## config.mk

```make
export PLATFORM = sky130hd
export DESIGN_NAME = lac_regs_top
export DESIGN_NICKNAME = d
export VERILOG_FILES = /design/src/lac_pkg.sv /design/src/lac_edge_sync.sv /design/src/lac_regs_top.sv
export VERILOG_INCLUDE_DIRS = /design/src /design/src/src
export SDC_FILE = /design/constraint.sdc
export NUM_CORES = 1
export LEC_CHECK = 0
export BUFFER_PORTS_ARGS = -buffer_cell sky130_fd_sc_hd__clkbuf_2
export CAP_MARGIN = 10
export CORE_MARGIN = 2
export CORE_UTILIZATION = 50
export CTS_CLUSTER_DIAMETER = 150
export DETAILED_ROUTE_END_ITERATION = 12
export GPL_ROUTABILITY_DRIVEN = 0
export PLACE_DENSITY_LB_ADDON = 0.25
export REMOVE_ABC_BUFFERS = 1
export SYNTH_ARGS = -nofsm -noshare
export SYNTH_HDL_FRONTEND = slang
export SYNTH_SLANG_ARGS = --single-unit
```

## constraint.sdc

```tcl
create_clock -name clk_i -period 2.2 [get_ports clk_i]
set_clock_uncertainty 0.2 [all_clocks]
set_input_delay 0.55 -clock clk_i [delete_from_list [all_inputs] [get_ports clk_i]]
set_output_delay 0.55 -clock clk_i [all_outputs]
set_load 0.02 [all_outputs]
```

## src/lac_regs.svh

```systemverilog
`ifndef LAC_REGS_SVH
`define LAC_REGS_SVH

// register offsets on the host port
`define LAC_ADDR_LOS_STAT 8'h04
`define LAC_ADDR_DF_STAT 8'h05
`define LAC_ADDR_LOS_MASK 8'h06
`define LAC_ADDR_DF_MASK 8'h07
`define LAC_ADDR_LOS_IRQ 8'h08
`define LAC_ADDR_DF_IRQ 8'h09
`define LAC_ADDR_SRST 8'h0a
`define LAC_ADDR_MON 8'h0b
`define LAC_ADDR_DLB 8'h0c
`define LAC_ADDR_CRIT 8'h0d
`define LAC_ADDR_ATO 8'h0e
`define LAC_ADDR_GLOB 8'h0f

// reset values
`define LAC_RST_CHAN 4'h0
`define LAC_RST_MON 4'h0
`define LAC_RST_GLOB 7'h00
`define LAC_SRST_READ 8'hff

// global settings field positions and attenuator placement codes
`define LAC_GLB_AIS 6
`define LAC_GLB_SCP 5
`define LAC_GLB_CODE 4
`define LAC_GLB_DEPTH 3
`define LAC_GLB_BW 2
`define LAC_GLB_PLC_HI 1
`define LAC_GLB_PLC_LO 0
`define LAC_JA_TX 2'h1
`define LAC_JA_RX 2'h3

// monitor code fields
`define LAC_MON_DIR 3
`define LAC_MON_RSV 2

// soft reset length and clock rate
`define LAC_SRST_NS 1000
`define LAC_CLK_MHZ 20

`endif

```

## src/lac_pkg.sv

```systemverilog
package lac_pkg;

  // soft reset sequencer
  typedef enum logic {
    LAC_IDLE,
    LAC_SRST
  } lac_rst_st_t;

endpackage

```

## src/lac_edge_sync.sv

```systemverilog
`timescale 1ns/1ps
`default_nettype none

module lac_edge_sync #(
  parameter int W = 1
) (
  input wire logic clk_i,
  input wire logic rstn_i,
  input wire logic [W-1:0] d_i,
  output logic [W-1:0] q_o,
  output logic [W-1:0] chg_o
);

  if (W < 1) begin : g_chk
    $error("lac_edge_sync: width must be at least one");
  end

  typedef struct packed {
    logic [W-1:0] s1;
    logic [W-1:0] s2;
    logic [W-1:0] s3;
  } lac_sync_t;

  lac_sync_t r;
  lac_sync_t next_r;

  // s1 feeds s2 only; s3 is the delayed copy used for change detection
  always_comb begin
    next_r.s1 = d_i;
    next_r.s2 = r.s1;
    next_r.s3 = r.s2;
  end

  always_ff @(posedge clk_i) begin
    if (!rstn_i) begin
      r <= '0;
    end else begin
      r <= next_r;
    end
  end

  // both edges count as a transition
  assign q_o = r.s2;
  assign chg_o = r.s2 ^ r.s3;

endmodule

`default_nettype wire

```

## src/lac_regs_top.sv

```systemverilog
`timescale 1ns/1ps
`default_nettype none
`include "lac_regs.svh"

module lac_regs_top #(
  parameter int NCH = 4
) (
  input wire logic clk_i,
  input wire logic rstn_i,
  input wire logic [7:0] addr_i,
  input wire logic wr_en_i,
  input wire logic rd_en_i,
  input wire logic [7:0] wdata_i,
  output logic [7:0] rdata_o,
  input wire logic [NCH-1:0] los_i,
  input wire logic [NCH-1:0] df_i,
  input wire logic t1_mode_i,
  output logic irq_o,
  output logic srst_busy_o,
  output logic [NCH-1:0] dlb_o,
  output logic [NCH-1:0] crit_etsi_o,
  output logic [NCH-1:0] tx_all_ones_o,
  output logic [NCH-1:0] ais_insert_o,
  output logic short_protect_disable_o,
  output logic line_code_ami_o,
  output logic fifo_depth64_o,
  output logic bw_high_o,
  output logic ja_tx_o,
  output logic ja_rx_o,
  output logic mon_en_o,
  output logic mon_tx_o,
  output logic [1:0] mon_chan_o
);

  // the channel fields live in the low nibble of byte-wide registers
  if (NCH < 1 || NCH > 4) begin : g_chk
    $error("lac_regs_top: channel count must be 1 to 4");
  end

  // 1 us rounded up to whole cycles
  localparam int SRST_CYC = (`LAC_SRST_NS * `LAC_CLK_MHZ + 999) / 1000;
  localparam int CW = $clog2(SRST_CYC + 1);

  if (SRST_CYC < 1) begin : g_chk_srst
    $error("lac_regs_top: soft reset must last at least one cycle");
  end

  typedef struct packed {
    logic [NCH-1:0] los_mask;
    logic [NCH-1:0] df_mask;
    logic [NCH-1:0] los_lat;
    logic [NCH-1:0] df_lat;
    logic [3:0] mon_code;
    logic [NCH-1:0] digital_loopback_enable;
    logic [NCH-1:0] crit;
    logic [NCH-1:0] ato;
    logic [6:0] glob;
    lac_pkg::lac_rst_st_t st;
    logic [CW-1:0] cnt;
    logic [7:0] rdata;
  } lac_state_t;

  lac_state_t r;
  lac_state_t next_r;

  logic [NCH-1:0] los_s;
  logic [NCH-1:0] df_s;
  logic [NCH-1:0] los_chg;
  logic [NCH-1:0] df_chg;
  logic t1_s;
  logic t1_chg;
  logic [7:0] rd_val;
  logic busy;

  // line alarms and the mode strap come from outside this clock
  lac_edge_sync #(
    .W(2 * NCH + 1)
  ) u_sync (
    .clk_i(clk_i),
    .rstn_i(rstn_i),
    .d_i({t1_mode_i, df_i, los_i}),
    .q_o({t1_s, df_s, los_s}),
    .chg_o({t1_chg, df_chg, los_chg})
  );

  assign busy = (r.st == lac_pkg::LAC_SRST);

  // set beats clear so an edge landing on the status read is kept
  function automatic logic [NCH-1:0] lac_latch(
    input logic [NCH-1:0] held,
    input logic [NCH-1:0] chg,
    input logic [NCH-1:0] mask,
    input logic clr
  );
    lac_latch = (clr ? '0 : held) | (chg & mask);
  endfunction

  // widen a channel field to a byte, upper bits read as zero
  function automatic logic [7:0] lac_byte(input logic [NCH-1:0] f);
    lac_byte = 8'(f);
  endfunction

  // read data mux; unmapped offsets read as zero
  always_comb begin
    case (addr_i)
      `LAC_ADDR_LOS_STAT: rd_val = lac_byte(los_s);
      `LAC_ADDR_DF_STAT: rd_val = lac_byte(df_s);
      `LAC_ADDR_LOS_MASK: rd_val = lac_byte(r.los_mask);
      `LAC_ADDR_DF_MASK: rd_val = lac_byte(r.df_mask);
      `LAC_ADDR_LOS_IRQ: rd_val = lac_byte(r.los_lat);
      `LAC_ADDR_DF_IRQ: rd_val = lac_byte(r.df_lat);
      `LAC_ADDR_SRST: rd_val = `LAC_SRST_READ;
      `LAC_ADDR_MON: rd_val = {4'h0, r.mon_code};
      `LAC_ADDR_DLB: rd_val = lac_byte(r.digital_loopback_enable);
      `LAC_ADDR_CRIT: rd_val = lac_byte(r.crit);
      `LAC_ADDR_ATO: rd_val = lac_byte(r.ato);
      `LAC_ADDR_GLOB: rd_val = {1'b0, r.glob};
      default: rd_val = 8'h00;
    endcase
  end

  // register file, interrupt latches and soft reset sequencer
  always_comb begin
    next_r = r;
    if (busy) begin
      // every register but the sequencer state and the read latch is reloaded with its default on each busy cycle
      next_r.los_mask = `LAC_RST_CHAN;
      next_r.df_mask = `LAC_RST_CHAN;
      next_r.los_lat = `LAC_RST_CHAN;
      next_r.df_lat = `LAC_RST_CHAN;
      next_r.mon_code = `LAC_RST_MON;
      next_r.digital_loopback_enable = `LAC_RST_CHAN;
      next_r.crit = `LAC_RST_CHAN;
      next_r.ato = `LAC_RST_CHAN;
      next_r.glob = `LAC_RST_GLOB;
      if (r.cnt == '0) begin
        next_r.st = lac_pkg::LAC_IDLE;
      end else begin
        next_r.cnt = r.cnt - CW'(1);
      end
    end else begin
      // reading the status register clears the matching latches
      next_r.los_lat = lac_latch(r.los_lat, los_chg, r.los_mask,
        rd_en_i && addr_i == `LAC_ADDR_LOS_STAT);
      next_r.df_lat = lac_latch(r.df_lat, df_chg, r.df_mask,
        rd_en_i && addr_i == `LAC_ADDR_DF_STAT);
      // upper nibble is not stored (the global register drops only bit 7), so reserved bits stay zero
      if (wr_en_i) begin
        case (addr_i)
          `LAC_ADDR_LOS_MASK: next_r.los_mask = wdata_i[NCH-1:0];
          `LAC_ADDR_DF_MASK: next_r.df_mask = wdata_i[NCH-1:0];
          `LAC_ADDR_SRST: begin
            next_r.st = lac_pkg::LAC_SRST;
            next_r.cnt = CW'(SRST_CYC - 1);
          end
          `LAC_ADDR_MON: next_r.mon_code = wdata_i[3:0];
          `LAC_ADDR_DLB: next_r.digital_loopback_enable = wdata_i[NCH-1:0];
          `LAC_ADDR_CRIT: next_r.crit = wdata_i[NCH-1:0];
          `LAC_ADDR_ATO: next_r.ato = wdata_i[NCH-1:0];
          `LAC_ADDR_GLOB: next_r.glob = wdata_i[6:0];
          default: next_r.glob = r.glob;
        endcase
      end
    end
    // a read loads the read latch; a status read also clears its interrupt latches
    if (rd_en_i) begin
      next_r.rdata = rd_val;
    end
  end

  always_ff @(posedge clk_i) begin
    if (!rstn_i) begin
      r.los_mask <= `LAC_RST_CHAN;
      r.df_mask <= `LAC_RST_CHAN;
      r.los_lat <= `LAC_RST_CHAN;
      r.df_lat <= `LAC_RST_CHAN;
      r.mon_code <= `LAC_RST_MON;
      r.digital_loopback_enable <= `LAC_RST_CHAN;
      r.crit <= `LAC_RST_CHAN;
      r.ato <= `LAC_RST_CHAN;
      r.glob <= `LAC_RST_GLOB;
      r.st <= lac_pkg::LAC_IDLE;
      r.cnt <= '0;
      r.rdata <= 8'h00;
    end else begin
      r <= next_r;
    end
  end

  // interrupt is a level that drops only when both latches are empty
  assign irq_o = |{r.los_lat, r.df_lat};
  assign srst_busy_o = busy;
  assign rdata_o = r.rdata;

  // per-channel controls; the T1 criterion is fixed, hence the mask
  assign dlb_o = r.digital_loopback_enable;
  assign crit_etsi_o = r.crit & {NCH{~t1_s}};
  // all ones follows the synchronised loss level, two cycles behind the pin
  assign tx_all_ones_o = r.ato & los_s;
  assign ais_insert_o = {NCH{r.glob[`LAC_GLB_AIS]}} & los_s;

  // global settings
  assign short_protect_disable_o = r.glob[`LAC_GLB_SCP];
  assign line_code_ami_o = r.glob[`LAC_GLB_CODE];
  assign fifo_depth64_o = r.glob[`LAC_GLB_DEPTH];
  assign bw_high_o = r.glob[`LAC_GLB_BW];
  assign ja_tx_o = r.glob[`LAC_GLB_PLC_HI:`LAC_GLB_PLC_LO] == `LAC_JA_TX;
  assign ja_rx_o = r.glob[`LAC_GLB_PLC_HI:`LAC_GLB_PLC_LO] == `LAC_JA_RX;

  // reserved monitor codes fall back to no monitoring
  assign mon_en_o = !r.mon_code[`LAC_MON_RSV] && r.mon_code[1:0] != 2'h0;
  assign mon_tx_o = mon_en_o && r.mon_code[`LAC_MON_DIR];
  assign mon_chan_o = mon_en_o ? r.mon_code[1:0] : 2'h0;

  logic rd_los;
  logic wr_srst;
  assign rd_los = rd_en_i && addr_i == `LAC_ADDR_LOS_STAT;
  assign wr_srst = wr_en_i && addr_i == `LAC_ADDR_SRST && !busy;

  // write data slices that the write checks compare against
  logic [NCH-1:0] wr_chan;
  logic [3:0] wr_glob;
  logic [1:0] wr_place;
  assign wr_chan = wdata_i[NCH-1:0];
  assign wr_glob = wdata_i[`LAC_GLB_SCP:`LAC_GLB_BW];
  assign wr_place = wdata_i[`LAC_GLB_PLC_HI:`LAC_GLB_PLC_LO];
endmodule

`default_nettype wire

```

* After elaboration in Yosys (flattened, before gate mapping)
Cells that the tools add are included.
** Word-level totals
- Flip-flop bits (word level) :: 79
- Bits of input ports :: 29
- Output and inout bits :: 36
- Logic and storage cells :: 69
** Cells by class
- Add/sub/neg operators :: 1
- Equality and inequality tests :: 15
- Muxes and demuxes :: 9
- Bitwise gates (word level) :: 10
- Reductions and logical operators :: 19
** Operators with widths (number)
- 8-bit one-hot mux with 12 select lines :: 1
- 8-bit by 4-bit == test with 1-bit output (second input constant) :: 8
- 8-bit by 3-bit == test with 1-bit output (second input constant) :: 4
- 4-bit AND :: 5
- 6-bit two-way mux :: 3
- 2-bit AND reduction :: 7
- 4-bit two-way mux :: 2
- 4-bit bitwise OR :: 2
- 8-bit OR reduction :: 1
- 8-bit bitwise XOR :: 1
- 2-bit nonzero test :: 3
- 5-bit logical NOT :: 1
- 5-bit two-way mux :: 1
- 5-bit by 1-bit subtractor with 5-bit output (second input constant) :: 1
- 1-bit logical AND :: 4
- 3-bit AND reduction :: 1
- 2-bit by 1-bit == test with 1-bit output (second input constant) :: 1
- 2-bit == test (second input constant) :: 1
- 2-bit two-way mux :: 1
- 2-bit != test (second input constant) :: 1
- 1-bit NOT :: 2
- 2-bit OR reduction :: 1
- 1-bit logical NOT :: 1
- 1-bit two-way mux :: 1

* Logic depth before layout (Yosys ltp)
- Depth in word-level cells :: 4
- Mapped depth :: 6
- Gate-level depth less buffers :: 6

* Cells and area by module
From an unflattened synthesis, not the netlist that was laid out.
** Second synthesis, totals
- Cells, all modules :: 378
- Area total of the unflattened synthesis :: 3679.8 sq um
** Modules (own cells, without submodules)
- lac_regs_top :: instances 1, cells an instance 304, area an instance 2785.2 sq um, sequential area each 1061.0 sq um
- lac_edge_sync :: instances 1, cells an instance 74, area an instance 894.6 sq um, sequential area each 540.5 sq um

* Worst setup path before layout
OpenSTA, ideal clock, no wires.
- Kind :: input to register
- Start point :: in addr_i[5]
- End point :: reg r[44] in the netlist's numbering
- Setup time :: 0.128 ns
- Data arrival time :: 1.956 ns
- Required time :: 1.872 ns
- Setup slack :: -0.084 ns
- Cell stages on the path :: 5
- Buffers on the path :: 1
- Path through :: or4_4 > buf_6 > or4_4 > a22oi_1 > nor2_1
** On the way
- Word-level cells in the longest chain between the ends :: 4
** RTL lines
- from (decl) :: line lac_regs_top.sv:10 : input wire logic [7:0] addr_i,
- 8-bit by 3-bit == test with 1-bit output (no source line)
- 1-bit logical AND (no source line)
- 4-bit two-way mux :: line lac_regs_top.sv:95 : lac_latch = (clr ? '0 : held) | (chg & mask);
- 4-bit bitwise OR :: line lac_regs_top.sv:95
- to (signal assigned) :: line lac_regs_top.sv:186 : r <= next_r;
- to (decl) :: line lac_regs_top.sv:63 : lac_state_t r;
Every way passes these cells.
A chain may end at the register's enable or synchronous reset.

* Worst setup path after layout
- Start point :: reg r[34] in the netlist's numbering
- End point :: out mon_tx_o
** On the way
- Word-level cells in the longest chain between the ends :: 3
** RTL lines
- 2-bit nonzero test :: line lac_regs_top.sv:211 : assign mon_en_o = !r.mon_code[`LAC_MON_RSV] && r.mon_code[1:0] != 2'h0;
- 1-bit logical AND :: line lac_regs_top.sv:211
- 1-bit logical AND :: line lac_regs_top.sv:212 : assign mon_tx_o = mon_en_o && r.mon_code[`LAC_MON_DIR];
- to (decl) :: line lac_regs_top.sv:31 : output logic mon_tx_o,
Every way passes these cells.

==> flow_metrics.py <==
metrics = {
    "synthesis": {
        "synth_top_area_share_pct": 43.7,
        "async_flop_share_pct": 0,
        "synth_edf_count": 0,
        "yosysMostFrequentCell": "dfxtp_1",
        "yosysTopAreaCell": "dfxtp_1",
        "syn_inst": 382,
        "synth_warnings": 0,
        "ys_top_cells_by_count": "79 x dfxtp_1, 44 x nor2_1, 38 x and2_1",
        "ys.flop_type": "dfxtp_1",
        "ys_types": 44,
        "synth_area_um2": 3620,
        "ys_top_cells_by_area": "dfxtp_1 44%, mux2i_1 9.7%, and2_1 6.6%",
        "ys_seq_area_share_pct": 43.7,
        "syn_avg_cell_area_um2": 9.47,
        "synth-seq-cells": 79,
    },
    "timing": {
        "tightestPinTransition_ns": 0.613,
        "max_freq_mhz": 469,
        "hold_violations": 0,
        "setup_viol": 0,
        "slew_violations": 0,
        "rsz0062_at_grt": "no",
        "slew_headroom_pct": 59.1,
        "worst_hold_slack_ns": 0.205,
        "setup_tns_ns": 0,
        "fin_crit_ns": 2.13,
        "fin_crit_sh_pct": 96.9,
    },
    "pwr": {
        "seqPwrFrac_pct": 57.2,
        "internal-power_uw": 1920,
        "power_leakage_uw": 0.00180,
        "pwr-share-clk_pct": 35.7,
        "ir_worst_vdd_mv": 0.333,
        "p_comb_share_pct": 7.1,
        "p_per_area_nw_per_um2": 598,
        "netSwitchingPower_uw": 633,
        "design_power_total_uw": 2560,
        "p_sw_share_pct": 24.7,
    },
    "critical_path": {
        "crit_buf_inv": 1,
        "critical-path-top-delay-family": "simple AND/OR/NAND/NOR gates",
        "startpoint_type": "register",
        "critPathRequiredTime_ns": 1.45,
        "cpMaxStageDelayCell": "dfxtp_2",
        "arrival_ns": 1.38,
        "endpoint_kind": "output port",
        "critPathKind": "register to output port",
        "worst-path-max-fanout": 2,
        "crit_chain": "nor2b_1 -> or2_2 -> and2_1 -> buf_6",
        "max_stage_delay_ns": 0.32,
    },
    "floorplan": {
        "dieArea_um2": 7930,
        "io_pins": 65,
        "fp.dieH_um": 89.0,
        "core_area_um2": 7140,
        "initial_core_util_pct": 50.7,
        "die_w_um": 89.0,
        "rows": 31,
    },
    "placed_design": {
        "hpwlAfterDp_um": 6230,
        "place_area_um2": 4090,
        "io_buffers": 63,
    },
    "clock_tree": {
        "insertion_delay_ns": 0.34,
        "cts-buffers-inserted": 9,
        "clock_tree.root_cell": "clkbuf_8",
        "cts_sinks": 79,
        "cts_tree": "built",
        "h-tree-depth": 3,
        "path_clk_slew_ns": 0.08,
        "cts.path.max_buffers": 2,
    },
    "routing": {
        "viasPerCell": 5.38,
        "drc": 0,
        "routedWlPerCell_um": 15.3,
        "drt_iter0_drc": 123,
        "ant_nets": 0,
        "routed_wl_um": 8450,
        "vias": 2982,
        "drtPass1Iterations": 4,
    },
    "global_routing": {
        "grt_start_max_net_pins": 40,
        "grt_pass1_vias": 2745,
        "grt-ovfl-total": 0,
        "grt_usage_pct": 22.3,
        "grt_antenna_before_repair": 0,
        "grt_pass1_wl_um": 13300,
    },
    "run_status": {
        "status": "finished, final reports clean",
    },
    "cells_and_area": {
        "stdcell_area_um2": 4270,
        "fin_util_pct": 59.9,
        "num_antenna_cells": 0,
        "syn2layout_area_growth_pct": 18.2,
        "nNetsFinal": 481,
        "drive_above_1_share_pct": 28.1,
    },
    "worst_hold_path": {
        "hold_class": "input port to register",
    },
    "job": {
        "maxCapViolCount": 0,
    },
}
[through the flow]
stage / instances / setup WS [ns]
6_report: 554 / 0.0690
5_1_grt: 554 / 0.0105
4_1_cts: 553 / 0.000885
3_5_place_dp: 537 / -0.167
3_3_place_gp: 537 / -0.146
2_1_floorplan: 347 / -1.27
[placed cells by master, fill, tap and decap left out, drive strengths merged, types with 8 or more instances in the layout]
cell type	count
dfxtp	79
clkbuf	71
nor2	44
and2	38
mux2i	35
buf	30
nor2b	18
nand4	11
xor2	9
a22oi	8
[area by class of cell]
| cell class | instances | area (um2) |
|---|---|---|
| Tap cell | 99 | 124 |
| Multi-Input combinational cell | 266 | 1850 |
| Fill cell | 675 | 2860 |
| Clock buffer | 9 | 124 |
| Timing Repair Buffer | 92 | 539 |
| Sequential cell | 79 | 1590 |
| Inverter | 2 | 7.51 |
| Clock inverter | 7 | 40.0 |
[state kept, by name, summed over array words and instances, names as in the netlist, 4 cells and up]
register / count
u_sync.r: 8
r: 36
u_sync.q_o: 9
u_sync.next_r: 9
rdata_o: 8
dlb_o: 4
[routing by layer]
| layer | track usage, % | up-vias | part of all wire, % |
|---|---|---|---|
| met2 | 35.4 | 82 | 47 |
| met4 | 11.0 | 0 | 2.7 |
| li1 | - | 1465 | - |
| met5 | 0 | - | 0 |
| met1 | 29.3 | 1419 | 46 |
| met3 | 3.97 | 16 | 5.0 |
[path summary, 6_finish.rpt]
path / from / endpoint / slack [ns] / depth (start not counted)
max: r[34]$_SDFFE_PP0P_ / mon_tx_o / 0.07 / 4
min: los_i[1] / u_sync.next_r[10]$_SDFF_PN0_ / 0.20 / 2
max reg2reg: r[8]$_SDFFE_PN0P_ / r[9]$_SDFFE_PN0P_ / 0.26 / 6
min reg2reg: u_sync.next_r[9]$_SDFF_PN0_ / u_sync.q_o[0]$_SDFF_PN0_ / 0.24 / 1
[kinds of logic (layout without fill, tap and decap cells)]
group / count (synthesis) / count (layout) / share of synthesized area, %
compound gates: 54 / 54 / 10.8
xor+xnor: 12 / 12 / 2.91
fa+ha+maj: 2 / 2 / 0.692
buf+inv: 37 / 110 / 5.33
flops: 79 / 79 / 43.7
mux: 36 / 36 / 10.0
simple gates: 162 / 162 / 26.5
[power by group through the flow]
stage / clock network [uW] / registers, uW / logic (uW)
CTS: 944 / 1460 / 182
detailed placement: 0 / 1500 / 180
global route: 1020 / 1460 / 199
floorplan: 0 / 1490 / 71.2
finish: 913 / 1460 / 182
global placement: 0 / 1490 / 177
[worst reg2reg max path: stages (launching register included)]
cell and delay, ns:
dfxtp_1 0.32, inv_1 0.11, ha_1 0.16, or4b_4 0.49
nand2_2 0.12, mux2_2 0.33, a21boi_0 0.14
[repair_timing]
action | 4_1_cts | 5_1_grt
buffers inserted | 0 | 1
hold endpoints to repair | 0 | 0
hold buffers | 0 | 0
gates resized for setup | 0 | 8
endpoints found under the setup margin | 0 | 2
(Power assumes the default switching activity.)
